## src/qdc_defs.svh

```systemverilog
// register map, field positions, reset values and timing counts of the decoder
`ifndef QDC_DEFS_SVH
`define QDC_DEFS_SVH

// ====================================================================
// register byte offsets
`define QDC_OFS_CTRL 12'h000
`define QDC_OFS_COUNT 12'h004
`define QDC_OFS_STATUS 12'h008
`define QDC_OFS_MASK 12'h00C

// ====================================================================
// control fields
`define QDC_CTRL_RUN 0
`define QDC_CTRL_SIZE_LO 1
`define QDC_CTRL_RES_LO 3
`define QDC_CTRL_INDEX_EN 5
`define QDC_CTRL_FILT_EN 6
`define QDC_SIZE_8 2'h0
`define QDC_SIZE_16 2'h1
`define QDC_SIZE_32 2'h2
`define QDC_RES_1X 2'h0
`define QDC_RES_2X 2'h1
`define QDC_RES_4X 2'h2

// ====================================================================
// event bits, shared by status and mask
`define QDC_EV_OVF 0
`define QDC_EV_UNF 1
`define QDC_EV_IDX 2
`define QDC_EV_BAD 3
`define QDC_EV_WIDTH 8
`define QDC_MASK_FORCED 8'h07

// ====================================================================
// reset values
`define QDC_RST_SIZE 2'h1
`define QDC_RST_RES 2'h2
`define QDC_RST_INDEX_EN 1'b1
`define QDC_RST_FILT_EN 1'b1
`define QDC_RST_MASK 8'h00
`define QDC_FILT_TAPS 3

`endif

```

## src/qdc_pkg.sv

```systemverilog
// shared types of the quadrature decoder
`default_nettype none
package qdc_pkg;
   typedef logic [15:0] qdc_cnt_t;
   typedef logic [7:0] qdc_ev_t;
   typedef logic [1:0] qdc_sel_t;
endpackage : qdc_pkg
`default_nettype wire

```

## src/qdc_input_filter.sv

```systemverilog
// pin synchroniser and optional three-sample glitch filter for one encoder input
`timescale 1ns/1ns
`default_nettype none
`include "qdc_defs.svh"

module qdc_input_filter (
   input wire logic clk_i,
   input wire logic rst_n_i,
   input wire logic raw_i,
   input wire logic filt_en_i,
   output logic level_o
);
   logic s1;
   logic s2;
   logic s3;
   logic synced;
   logic [`QDC_FILT_TAPS-1:0] hist;

   // ====================================================================
   // synchroniser: a change is accepted once stages two and three agree
   always_ff @(posedge clk_i or negedge rst_n_i) begin
      if (!rst_n_i) begin
         s1 <= 1'b0;
         s2 <= 1'b0;
         s3 <= 1'b0;
         synced <= 1'b0;
      end else begin
         s1 <= raw_i;
         s2 <= s1;
         s3 <= s2;
         if (s2 == s3) begin
            synced <= s3;
         end
      end
   end

   // ====================================================================
   // glitch filter
   always_ff @(posedge clk_i or negedge rst_n_i) begin
      if (!rst_n_i) begin
         hist <= '0;
         level_o <= 1'b0;
      end else begin
         hist <= {hist[`QDC_FILT_TAPS-2:0], synced};
         if (!filt_en_i) begin
            level_o <= synced;
         end else if (&hist || ~|hist) begin
            level_o <= hist[0];
         end
      end
   end
endmodule : qdc_input_filter
`default_nettype wire

```

## src/qdc_phase_step.sv

```systemverilog
// decodes one sampled phase transition into up, down or invalid step
`timescale 1ns/1ns
`default_nettype none
`include "qdc_defs.svh"

module qdc_phase_step (
   input wire logic prev_a_i,
   input wire logic prev_b_i,
   input wire logic a_i,
   input wire logic b_i,
   input wire logic [1:0] res_i,
   output logic up_o,
   output logic down_o,
   output logic bad_o
);
   logic [1:0] p_old;
   logic [1:0] p_new;
   logic [1:0] diff;
   logic fwd;
   logic rev;

   // position along the cycle 00,01,11,10 (b leading a counts forward)
   function automatic logic [1:0] pos(input logic a, input logic b);
      pos = {a, a ^ b};
   endfunction : pos

   always_comb begin
      p_old = pos(prev_a_i, prev_b_i);
      p_new = pos(a_i, b_i);
      diff = p_new - p_old;
      fwd = (diff == 2'h1);
      rev = (diff == 2'h3);
      bad_o = (diff == 2'h2);
      up_o = 1'b0;
      down_o = 1'b0;
      // lower resolutions count only steps touching position 0 (1x) or even ones (2x)
      unique case (res_i)
         `QDC_RES_1X: begin
            up_o = fwd && (p_new == 2'h0);
            down_o = rev && (p_old == 2'h0);
         end
         `QDC_RES_2X: begin
            up_o = fwd && !p_new[0];
            down_o = rev && !p_old[0];
         end
         default: begin
            up_o = fwd;
            down_o = rev;
         end
      endcase
   end
endmodule : qdc_phase_step
`default_nettype wire

```

## src/qdc_top.sv

```systemverilog
// quadrature decoder with apb register access
// Functional notes
// - start zeroes count; interrupt enables apply as soon as the mask is written
// - running: sample phases, count qualifying transitions
// - stop halts counting; the phases are still sampled
// - count reads back signed at 8 bits for 8-bit size, at 16 bits for 16- and 32-bit size
// - b leading a counts up
// - count write loads value, counting continues
// - 8-bit status, cleared by reading
// - flags: overflow, underflow, index reset, invalid step
// - interrupt only for enabled events
// - 8-bit mask, same bit positions, 1 enables
// - 32-bit size: three mask bits forced on
// - mask readable, forced bits read one
// - index with a, b low zeroes count
// - glitch filter needs three agreeing samples
// - resolution selectable 1x, 2x, 4x
// - 32-bit size counts low sixteen bits
`timescale 1ns/1ns
`default_nettype none
`include "qdc_defs.svh"

module qdc_top (
   input wire logic core_clk_i,
   input wire logic rstn_i,
   input wire logic psel_i,
   input wire logic penable_i,
   input wire logic pwrite_i,
   input wire logic [11:0] paddr_i,
   input wire logic [31:0] pwdata_i,
   output logic [31:0] prdata_o,
   output logic pready_o,
   output logic pslverr_o,
   input wire logic phase_a_i,
   input wire logic phase_b_i,
   input wire logic index_i,
   output logic irq_o
);
   // ====================================================================
   // reset release
   logic rst_q1;
   logic rst_n;

   always_ff @(posedge core_clk_i or negedge rstn_i) begin
      if (!rstn_i) begin
         rst_q1 <= 1'b0;
         rst_n <= 1'b0;
      end else begin
         rst_q1 <= 1'b1;
         rst_n <= rst_q1;
      end
   end

   // ====================================================================
   // configuration and state
   logic run;
   qdc_pkg::qdc_sel_t size_sel;
   qdc_pkg::qdc_sel_t res_sel;
   logic index_en;
   logic filt_en;
   qdc_pkg::qdc_ev_t mask;
   qdc_pkg::qdc_ev_t eff_mask;
   qdc_pkg::qdc_ev_t status;
   qdc_pkg::qdc_ev_t ev;
   qdc_pkg::qdc_cnt_t count;
   qdc_pkg::qdc_cnt_t next_count;
   logic is32;
   logic is8;

   assign is32 = (size_sel == `QDC_SIZE_32);
   assign is8 = (size_sel == `QDC_SIZE_8);
   // forced enables show in the readback as well as in the gating
   assign eff_mask = is32 ? (mask | `QDC_MASK_FORCED) : mask;

   // ====================================================================
   // apb slave: answer prepared in the setup cycle, one access cycle
   logic acc;
   logic wr_ctrl;
   logic wr_count;
   logic wr_mask;
   logic rd_status;
   logic start_cmd;
   logic mapped;
   logic [31:0] rd_val;
   qdc_pkg::qdc_ev_t shown;

   assign acc = psel_i && penable_i && pready_o;
   assign wr_ctrl = acc && pwrite_i && (paddr_i == `QDC_OFS_CTRL);
   assign wr_count = acc && pwrite_i && (paddr_i == `QDC_OFS_COUNT);
   assign wr_mask = acc && pwrite_i && (paddr_i == `QDC_OFS_MASK);
   assign rd_status = acc && !pwrite_i && (paddr_i == `QDC_OFS_STATUS);
   assign start_cmd = wr_ctrl && pwdata_i[`QDC_CTRL_RUN];

   always_comb begin
      mapped = 1'b1;
      rd_val = 32'h0000_0000;
      unique case (paddr_i)
         `QDC_OFS_CTRL: begin
            rd_val[`QDC_CTRL_RUN] = run;
            rd_val[`QDC_CTRL_SIZE_LO +: 2] = size_sel;
            rd_val[`QDC_CTRL_RES_LO +: 2] = res_sel;
            rd_val[`QDC_CTRL_INDEX_EN] = index_en;
            rd_val[`QDC_CTRL_FILT_EN] = filt_en;
         end
         `QDC_OFS_COUNT: begin
            if (is8) begin
               rd_val = {{24{count[7]}}, count[7:0]};
            end else begin
               rd_val = {{16{count[15]}}, count};
            end
         end
         `QDC_OFS_STATUS: rd_val[7:0] = status;
         `QDC_OFS_MASK: rd_val[7:0] = eff_mask;
         default: mapped = 1'b0;
      endcase
   end

   always_ff @(posedge core_clk_i or negedge rst_n) begin
      if (!rst_n) begin
         pready_o <= 1'b0;
         pslverr_o <= 1'b0;
         prdata_o <= 32'h0000_0000;
         shown <= 8'h00;
      end else begin
         pready_o <= psel_i && !penable_i;
         if (psel_i && !penable_i) begin
            pslverr_o <= !mapped;
            prdata_o <= pwrite_i ? 32'h0000_0000 : rd_val;
            // only what the reader is handed gets cleared later
            shown <= (paddr_i == `QDC_OFS_STATUS) ? status : 8'h00;
         end
      end
   end

   // ====================================================================
   // control register
   always_ff @(posedge core_clk_i or negedge rst_n) begin
      if (!rst_n) begin
         run <= 1'b0;
         size_sel <= `QDC_RST_SIZE;
         res_sel <= `QDC_RST_RES;
         index_en <= `QDC_RST_INDEX_EN;
         filt_en <= `QDC_RST_FILT_EN;
      end else if (wr_ctrl) begin
         run <= pwdata_i[`QDC_CTRL_RUN];
         size_sel <= pwdata_i[`QDC_CTRL_SIZE_LO +: 2];
         res_sel <= pwdata_i[`QDC_CTRL_RES_LO +: 2];
         index_en <= pwdata_i[`QDC_CTRL_INDEX_EN];
         filt_en <= pwdata_i[`QDC_CTRL_FILT_EN];
      end
   end

   // ====================================================================
   // interrupt mask
   always_ff @(posedge core_clk_i or negedge rst_n) begin
      if (!rst_n) begin
         mask <= `QDC_RST_MASK;
      end else if (wr_mask) begin
         if (is32) begin
            mask <= {pwdata_i[7:3], mask[2:0]};
         end else begin
            mask <= pwdata_i[7:0];
         end
      end
   end

   // ====================================================================
   // inputs and step decode
   logic a_lvl;
   logic b_lvl;
   logic i_lvl;
   logic prev_a;
   logic prev_b;
   logic step_up;
   logic step_dn;
   logic step_bad;
   logic idx_hit;

   qdc_input_filter u_filt_a (
      .clk_i(core_clk_i),
      .rst_n_i(rst_n),
      .raw_i(phase_a_i),
      .filt_en_i(filt_en),
      .level_o(a_lvl)
   );
   qdc_input_filter u_filt_b (
      .clk_i(core_clk_i),
      .rst_n_i(rst_n),
      .raw_i(phase_b_i),
      .filt_en_i(filt_en),
      .level_o(b_lvl)
   );
   qdc_input_filter u_filt_i (
      .clk_i(core_clk_i),
      .rst_n_i(rst_n),
      .raw_i(index_i),
      .filt_en_i(filt_en),
      .level_o(i_lvl)
   );

   always_ff @(posedge core_clk_i or negedge rst_n) begin
      if (!rst_n) begin
         prev_a <= 1'b0;
         prev_b <= 1'b0;
      end else begin
         prev_a <= a_lvl;
         prev_b <= b_lvl;
      end
   end

   qdc_phase_step u_step (
      .prev_a_i(prev_a),
      .prev_b_i(prev_b),
      .a_i(a_lvl),
      .b_i(b_lvl),
      .res_i(res_sel),
      .up_o(step_up),
      .down_o(step_dn),
      .bad_o(step_bad)
   );

   assign idx_hit = run && index_en && !a_lvl && !b_lvl && !i_lvl;

   // ====================================================================
   // position counter; 8-bit mode keeps the upper byte as a sign copy
   logic at_max;
   logic at_min;
   qdc_pkg::qdc_cnt_t cnt_inc;
   qdc_pkg::qdc_cnt_t cnt_dec;

   assign at_max = is8 ? (count[7:0] == 8'h7F) : (count == 16'h7FFF);
   assign at_min = is8 ? (count[7:0] == 8'h80) : (count == 16'h8000);
   assign cnt_inc = count + 16'h0001;
   assign cnt_dec = count - 16'h0001;

   always_comb begin
      next_count = count;
      ev = 8'h00;
      if (start_cmd) begin
         next_count = 16'h0000;
      end else if (wr_count) begin
         next_count = is8 ? {{8{pwdata_i[7]}}, pwdata_i[7:0]} : pwdata_i[15:0];
      end else if (idx_hit) begin
         next_count = 16'h0000;
         ev[`QDC_EV_IDX] = 1'b1;
      end else if (run) begin
         ev[`QDC_EV_BAD] = step_bad;
         if (step_up) begin
            next_count = is8 ? {{8{cnt_inc[7]}}, cnt_inc[7:0]} : cnt_inc;
            ev[`QDC_EV_OVF] = at_max;
         end else if (step_dn) begin
            next_count = is8 ? {{8{cnt_dec[7]}}, cnt_dec[7:0]} : cnt_dec;
            ev[`QDC_EV_UNF] = at_min;
         end
      end
   end

   always_ff @(posedge core_clk_i or negedge rst_n) begin
      if (!rst_n) begin
         count <= 16'h0000;
      end else begin
         count <= next_count;
      end
   end

   // ====================================================================
   // sticky status; a new event wins over the read clear
   always_ff @(posedge core_clk_i or negedge rst_n) begin
      if (!rst_n) begin
         status <= 8'h00;
      end else if (rd_status) begin
         status <= (status & ~shown) | ev;
      end else begin
         status <= status | ev;
      end
   end

   always_ff @(posedge core_clk_i or negedge rst_n) begin
      if (!rst_n) begin
         irq_o <= 1'b0;
      end else begin
         irq_o <= |(status & eff_mask);
      end
   end
endmodule : qdc_top
`default_nettype wire

```

## config.mk

```make
export PLATFORM = sky130hd
export DESIGN_NAME = qdc_top
export DESIGN_NICKNAME = d
export VERILOG_FILES = /design/src/qdc_pkg.sv /design/src/qdc_input_filter.sv /design/src/qdc_phase_step.sv /design/src/qdc_top.sv
export VERILOG_INCLUDE_DIRS = /design/src /design/src/src
export SDC_FILE = /design/constraint.sdc
export NUM_CORES = 1
export LEC_CHECK = 0
export CAP_MARGIN = 20
export CORE_UTILIZATION = 62
export CTS_CLUSTER_SIZE = 25
export DETAILED_ROUTE_END_ITERATION = 8
export DONT_BUFFER_PORTS = 1
export GPL_ROUTABILITY_DRIVEN = 0
export MAX_ROUTING_LAYER = met4
export PLACE_DENSITY_LB_ADDON = 0.05
export SLEW_MARGIN = 40
export SYNTH_ARGS = -nofsm -noshare
export SYNTH_HDL_FRONTEND = slang
export SYNTH_SLANG_ARGS = --single-unit
```

## constraint.sdc

```tcl
create_clock -name core_clk_i -period 3.8 [get_ports core_clk_i]
set_input_delay 0.19 -clock core_clk_i [delete_from_list [all_inputs] [get_ports core_clk_i]]
set_output_delay 0.19 -clock core_clk_i [all_outputs]
set_load 0.005 [all_outputs]
```

After elaboration in Yosys (flattened, before gate mapping)
Cells that the tools add are included.
{"block": "classes", "add_sub_neg": 3, "eq_ne": 18, "mux": 38, "bitwise_logic": 8, "n_reduce_logical": 49}
{"op": "$mux W16", "n": 9}
{"op": "$mux W32", "n": 2}
{"op": "$pmux W7 S4", "n": 1}
{"op": "$eq A12 B4 Y1 const B", "n": 2}
{"op": "$mux W24", "n": 1}
{"op": "$logic_and A1 B1 Y1", "n": 18}
{"op": "$add A16 B1 Y16 const B", "n": 1}
{"op": "$and A8 B8 Y8", "n": 2}
{"op": "$eq A16 B15 Y1 const B", "n": 1}
{"op": "$eq A16 B16 Y1 const B", "n": 1}
{"op": "$mux W8", "n": 2}
{"op": "$or A8 B4 Y8", "n": 2}
{"op": "$sub A16 B1 Y16 const B", "n": 1}
{"op": "$mux W1", "n": 15}
{"op": "$eq A12 B3 Y1 const B", "n": 1}
{"op": "$logic_not A12 Y1", "n": 1}
{"op": "$logic_not A1 Y1", "n": 11}
{"op": "$reduce_and A3 Y1", "n": 3}
{"op": "$reduce_or A3 Y1", "n": 3}
{"op": "$eq A8 B7 Y1 const B", "n": 1}
{"op": "$eq A8 B8 Y1 const B", "n": 1}
{"op": "$logic_not A2 Y1", "n": 4}
{"op": "$mux W4", "n": 2}
{"op": "$not A8 Y8", "n": 1}
{"op": "other kinds (17)", "n": 30}
{"block": "totals", "ff_bits": 110, "input_bits": 52, "out_inout_bits": 35, "wordCells": 152}

Longest topological paths before layout
{"block": "logic_depth", "word_depth": 13, "depth_mapped": 11, "depth_no_buf": 10}

By module
A second synthesis with hierarchy kept.
{"block": "hier_totals", "hier_cells": 559, "hier_area_um2": 5153.7}
{"mod": "qdc_top", "instances": 1, "cells_per_inst": 499, "area_per_inst_um2": 4279.1, "seq_area_each_um2": 1756.7}
{"mod": "qdc_input_filter", "instances": 3, "cells_per_inst": 14, "area_per_inst_um2": 244.0, "seq_area_each_um2": 200.2}
{"mod": "qdc_phase_step", "instances": 1, "cells_per_inst": 18, "area_per_inst_um2": 142.6, "seq_area_each_um2": 0.0}

Worst setup path before layout
No wires, ideal clock.
{"block": "synth_path", "path_type": "reg2reg", "startpoint": "register u_filt_a.level_o", "endpoint": "register count[12]", "setup_ns": 0.132, "arrival_ns": 2.349, "required_time_ns": 3.668, "path_slack_ns": 1.319, "path_stages_with_launch": 12, "n_path_buf": 1, "period_less_slack_ns": 2.481, "path_cell_list": "dfrtp_1 inv_1 ha_1 inv_1 ha_1 nor2b_1 o31ai_1 o21ai_1 clkbuf_1 o21ai_0 a2111oi_0 nor2_1"}
{"block": "synth_between", "elab_chain_cells": 10, "elab_cells_between_ends": 24, "cone_classes": "1 x add/sub; 2 x eq/ne; 7 x mux; 1 x bitwise; 13 x reduce/logical"}
{"element": "start, declared", "line": "qdc_input_filter.sv:11", "text": "output logic level_o"}
{"element": "start signal, assigned", "line": "qdc_input_filter.sv:46", "text": "level_o <= synced;"}
{"element": "start signal, assigned", "line": "qdc_input_filter.sv:48", "text": "level_o <= hist[0];"}
{"element": "$xor A1 B1 Y1", "line": "qdc_phase_step.sv:24", "text": "pos = {a, a ^ b};"}
{"element": "$sub A2 B2 Y2", "line": "qdc_phase_step.sv:30", "text": "diff = p_new - p_old;"}
{"element": "$eq A2 B1 Y1", "line": "qdc_phase_step.sv:31", "text": "fwd = (diff == 2'h1);"}
{"element": "$logic_and A1 B1 Y1, on equally long branches", "line": "qdc_phase_step.sv:43, qdc_phase_step.sv:39"}
{"element": "$pmux W1 S2", "line": "qdc_phase_step.sv:37", "text": "unique case (res_i)"}
{"element": "$mux W16", "line": "qdc_top.sv:248", "text": "if (step_up) begin"}
{"element": "$mux W16", "line": "qdc_top.sv:246", "text": "end else if (run) begin"}
{"element": "$mux W16", "line": "qdc_top.sv:243", "text": "end else if (idx_hit) begin"}
{"element": "$mux W16", "line": "qdc_top.sv:241", "text": "end else if (wr_count) begin"}
{"element": "$mux W16", "line": "qdc_top.sv:239", "text": "if (start_cmd) begin"}
{"element": "end signal, assigned", "line": "qdc_top.sv:262", "text": "count <= next_count;"}
{"element": "end, declared", "line": "qdc_top.sv:65", "text": "qdc_pkg::qdc_cnt_t count;"}
Several ways; a longest one is shown, not always the timed one. The select of a mux whose other input is x is not followed.
A chain may end at the register's enable or synchronous reset.

Worst setup path in the final report
{"block": "layout_path", "startpoint": "register u_filt_a.level_o", "endpoint": "register count[2]"}
The elaborated chain is that of the path after synthesis.

==> flow_summary.yaml <==
floorplan:
  die-area_sq_um: 8530
  pin_count: 87
  rows: 32
  start_util: 0.648
  design.core.area_sq_um: 7810
  die_x_um: 92.4
  die_y_um: 92.4
layout:
  num_antenna_cells: 0
  final_nets: 570
  finish.utilization: 0.687
  n_fill_cell: 616
  drive_gt1_frac: 0.135
  area_growth_pct: 6.01
  ff_latch_area_sq_um: 2360
  multi_input_area_sq_um: 2410
timing:
  fmax_mhz: 337
  tightest_slew_ns: 0.822
  final-hold-violation-count: 0
  finalHoldWorstSlack_ns: 0.0511
  setup-tns-final_ns: 0
  post-route-period-util: 0.782
  post-route-min-period_ns: 2.97
  setup_viol: 0
  clock_skew_ns: 0.00801
  rsz0062_at_grt: "no"
  max-slew-margin-rel: 0.448
  report.final.slew_viol_count: 0
synth:
  ys_seq_area_frac: 0.466
  yosys_warnings: 0
  syn_inst: 523
  ys_ff_latch: 94
  synthTopCellsByArea: "dfrtp_1 44%, mux2_2 4.2%, a21oi_1 3.7%"
  synth_nets: 580
  synth_top_area_share: 0.445
  ys.flop_type: "dfrtp_1"
  netlist-cell-type-count: 66
  synth.cell_area_sq_um: 5060
  synth_area_per_cell_sq_um: 9.68
  synth_top_cell_by_area: "dfrtp_1"
  ys_async_sr_fraction: 1.00
  synth_edf_count: 0
clocking:
  cts_setup_buffers: 0
  h-tree-depth: 3
  cts-root-buf: "clkbuf_8"
  cts_tree: "done"
  clk_latency_ns: 0.36
  path_clk_slew_ns: 0.10
  cts-resized-gates: 0
  cts_buffers: 9
  cts_max_path_buffers: 2
  clock_sinks: 94
global_routing:
  grt_max_degree: 41
  grt_pass1_wl_um: 20400
  grtUsageMet1: 0.445
  overflow: 0
  grt_pass1_vias: 4018
  grt_busiest_layer: "met2"
  antenna_found_initial: 0
  grt_util_met3: 0.0739
  track_usage: 0.321
  grt_use_met2: 0.479
setup_path:
  reg2reg_depth: 11
  r2r-start: "u_filt_a.level_o$_DFFE_PN0P_"
  regToRegEndpoint: "count[2]$_DFFE_PN0P_"
  max_stage_delay_ns: 0.54
  cp_max_fo: 10
  crit_chain: "inv_1, ha_1, inv_1, ha_1, nor2b_1, o31ai_1, o21ai_1, buf_4, a21boi_0, xor2_1, a22o_1"
  cpMaxStageDelayCell: "o21ai_1"
  rrSetupSlack_ns: 0.83
  endpoint_kind: "register"
  cp-start-kind: "register"
  cp_num_buf_inv: 3
  cpLargestDelayFamily: "compound AO/OA/AOI/OAI gates"
  crit_type: "register to register"
  crit_arrival_ns: 3.23
  crit_required_ns: 4.06
drt:
  post_drt_wl_per_cell_um: 19.7
  drt_wl_total_um: 12200
  final_antenna_net_count: 0
  dr.pass1.iters: 5
  via_count: 4117
  drt-vias-per-instance: 6.64
  drc: 0
  drt-initial-drc-count: 395
power_and_ir_drop:
  p_seq_frac: 0.575
  p_int_w: 0.00135
  ir_drop_mv: 0.225
  p_switching_w: 0.000475
  combPwrFrac: 0.080
  clockPowerShare: 0.345
  leakage_nw: 2.27
  p_per_area_nw_per_um2: 340
  netSwitchingFraction: 0.260
flow_run:
  cap_viol_max_count: 0
placed_design:
  dp_hpwl_um: 8770
  io_buffers: 0
min_path:
  hold_path_class: "input pin to async pin"
outcome:
  status: "finished, final reports clean"
==> kinds of logic after synthesis <==
| family | share of synthesized area |
|---|---|
| AND/OR/NAND/NOR | 0.175 |
| buffers and inverters | 0.0591 |
| multiplexers | 0.0719 |
| flip-flops | 0.466 |
| XOR/XNOR | 0.0218 |
| AO/OA/AOI/OAI | 0.187 |
| other | 0.000741 |
| adder cells (fa/ha/maj) | 0.0183 |
==> worst register-to-register path: stages (launching register included) <==
cell	delay (ns)
dfrtp_1	0.48
inv_1	0.07
ha_1	0.29
inv_1	0.04
ha_1	0.33
nor2b_1	0.17
o31ai_1	0.09
o21ai_1	0.54
buf_4	0.30
a21boi_0	0.23
xor2_1	0.12
a22o_1	0.21
==> per-stage QoR <==
| stage | area, sq um | total power (W) | setup slack, ns | instances |
|---|---|---|---|---|
| 6_report | 5370 | 0.00182 | 0.830 | 620 |
| 5_1_grt | 5370 | 0.00190 | 0.581 | 620 |
| 4_1_cts | 5370 | 0.00184 | 0.839 | 620 |
| 3_5_place_dp | 5060 | 0.00120 | 0.857 | 592 |
| 3_3_place_gp | 5040 | 0.00119 | 0.926 | 591 |
| 2_1_floorplan | 5060 | 0.00117 | 0.995 | 523 |
==> cells in the final DEF, fill, tap and decap left out, types with 6 or more instances in the layout <==
master | netlist | layout
buf_4 | 16 | 10
xnor2_1 | 8 | 8
dlygate4sd3_1 | 0 | 12
dfrtp_1 | 90 | 88
nor3_1 | 13 | 13
nand4_1 | 7 | 7
nor2b_1 | 7 | 7
nor2_1 | 42 | 42
nor4_1 | 10 | 10
a21oi_1 | 37 | 37
a21boi_0 | 7 | 7
o21ai_2 | 6 | 6
inv_1 | 19 | 19
o21ai_0 | 34 | 34
a22o_1 | 15 | 15
nand3_1 | 12 | 12
clkbuf_8 | 0 | 10
mux2_2 | 19 | 19
mux2i_1 | 6 | 6
nand2_1 | 46 | 46
==> registers in the layout, summed over array words and instances (netlist names), 2 cells and up <==
register	count
mask	8
res_sel	2
status	8
shown	8
count	16
u_filt_i.hist	3
prdata_o	16
u_filt_b.hist	3
size_sel	2
u_filt_a.hist	3
==> area by class of cell <==
class / count / share of cell area
repair buffers: 23 / 0.0401
well taps: 102 / 0.0238
flip-flops and latches: 94 / 0.440
clock inverters: 5 / 0.00793
clock buffers: 11 / 0.0263
inverters: 19 / 0.0133
multi-input cells: 366 / 0.448
==> power groups by stage <==
stage | combinational (W) | sequential [W] | clock, W
3_5_place_dp | 0.000131 | 0.00107 | 0
3_3_place_gp | 0.000117 | 0.00108 | 0
4_1_cts | 0.000145 | 0.00105 | 0.000649
6_report | 0.000146 | 0.00105 | 0.000629
5_1_grt | 0.000164 | 0.00106 | 0.000685
2_1_floorplan | 0.0000959 | 0.00107 | 0
==> metal layers <==
metal / up-vias / part of all wire
met5: - / 0
met4: 0 / 0.019
met3: 31 / 0.086
met2: 207 / 0.45
met1: 2005 / 0.44
li1: 1874 / -
==> how the worst max path moves through the flow <==
stage,from,end,cells past startpoint
after floorplan,rst_n$_DFF_PN0_,count[0]$_DFFE_PN0P_,0
after CTS,u_filt_a.level_o$_DFFE_PN0P_,count[2]$_DFFE_PN0P_,11
after detailed placement,u_filt_a.level_o$_DFFE_PN0P_,count[2]$_DFFE_PN0P_,11
after global routing,u_filt_a.level_o$_DFFE_PN0P_,count[2]$_DFFE_PN0P_,11
final,u_filt_a.level_o$_DFFE_PN0P_,count[2]$_DFFE_PN0P_,11
after global placement,u_filt_a.level_o$_DFFE_PN0P_,count[2]$_DFFE_PN0P_,11
==> timing repair <==
| action | 4_1_cts | 5_1_grt |
|---|---|---|
| hold buffers | 12 | 0 |
| hold endpoints to repair | 24 | 0 |
| setup endpoints to repair | 0 | 0 |
==> synthesized netlist by cell type (5+ instances only) <==
cell / instances
a21boi_0: 7
a21oi_1: 37
a22o_1: 15
and4_1: 5
buf_4: 16
clkbuf_1: 23
dfrtp_1: 90
ha_1: 5
inv_1: 19
mux2_2: 19
mux2i_1: 6
nand2_1: 46
nand3_1: 12
nand4_1: 7
nor2_1: 42
nor2b_1: 7
nor3_1: 13
nor4_1: 10
o21ai_0: 34
o21ai_2: 6
o31ai_1: 5
or2_2: 5
or3_1: 5
or4_1: 5
xnor2_1: 8
Power figures use the tool's default switching activity.
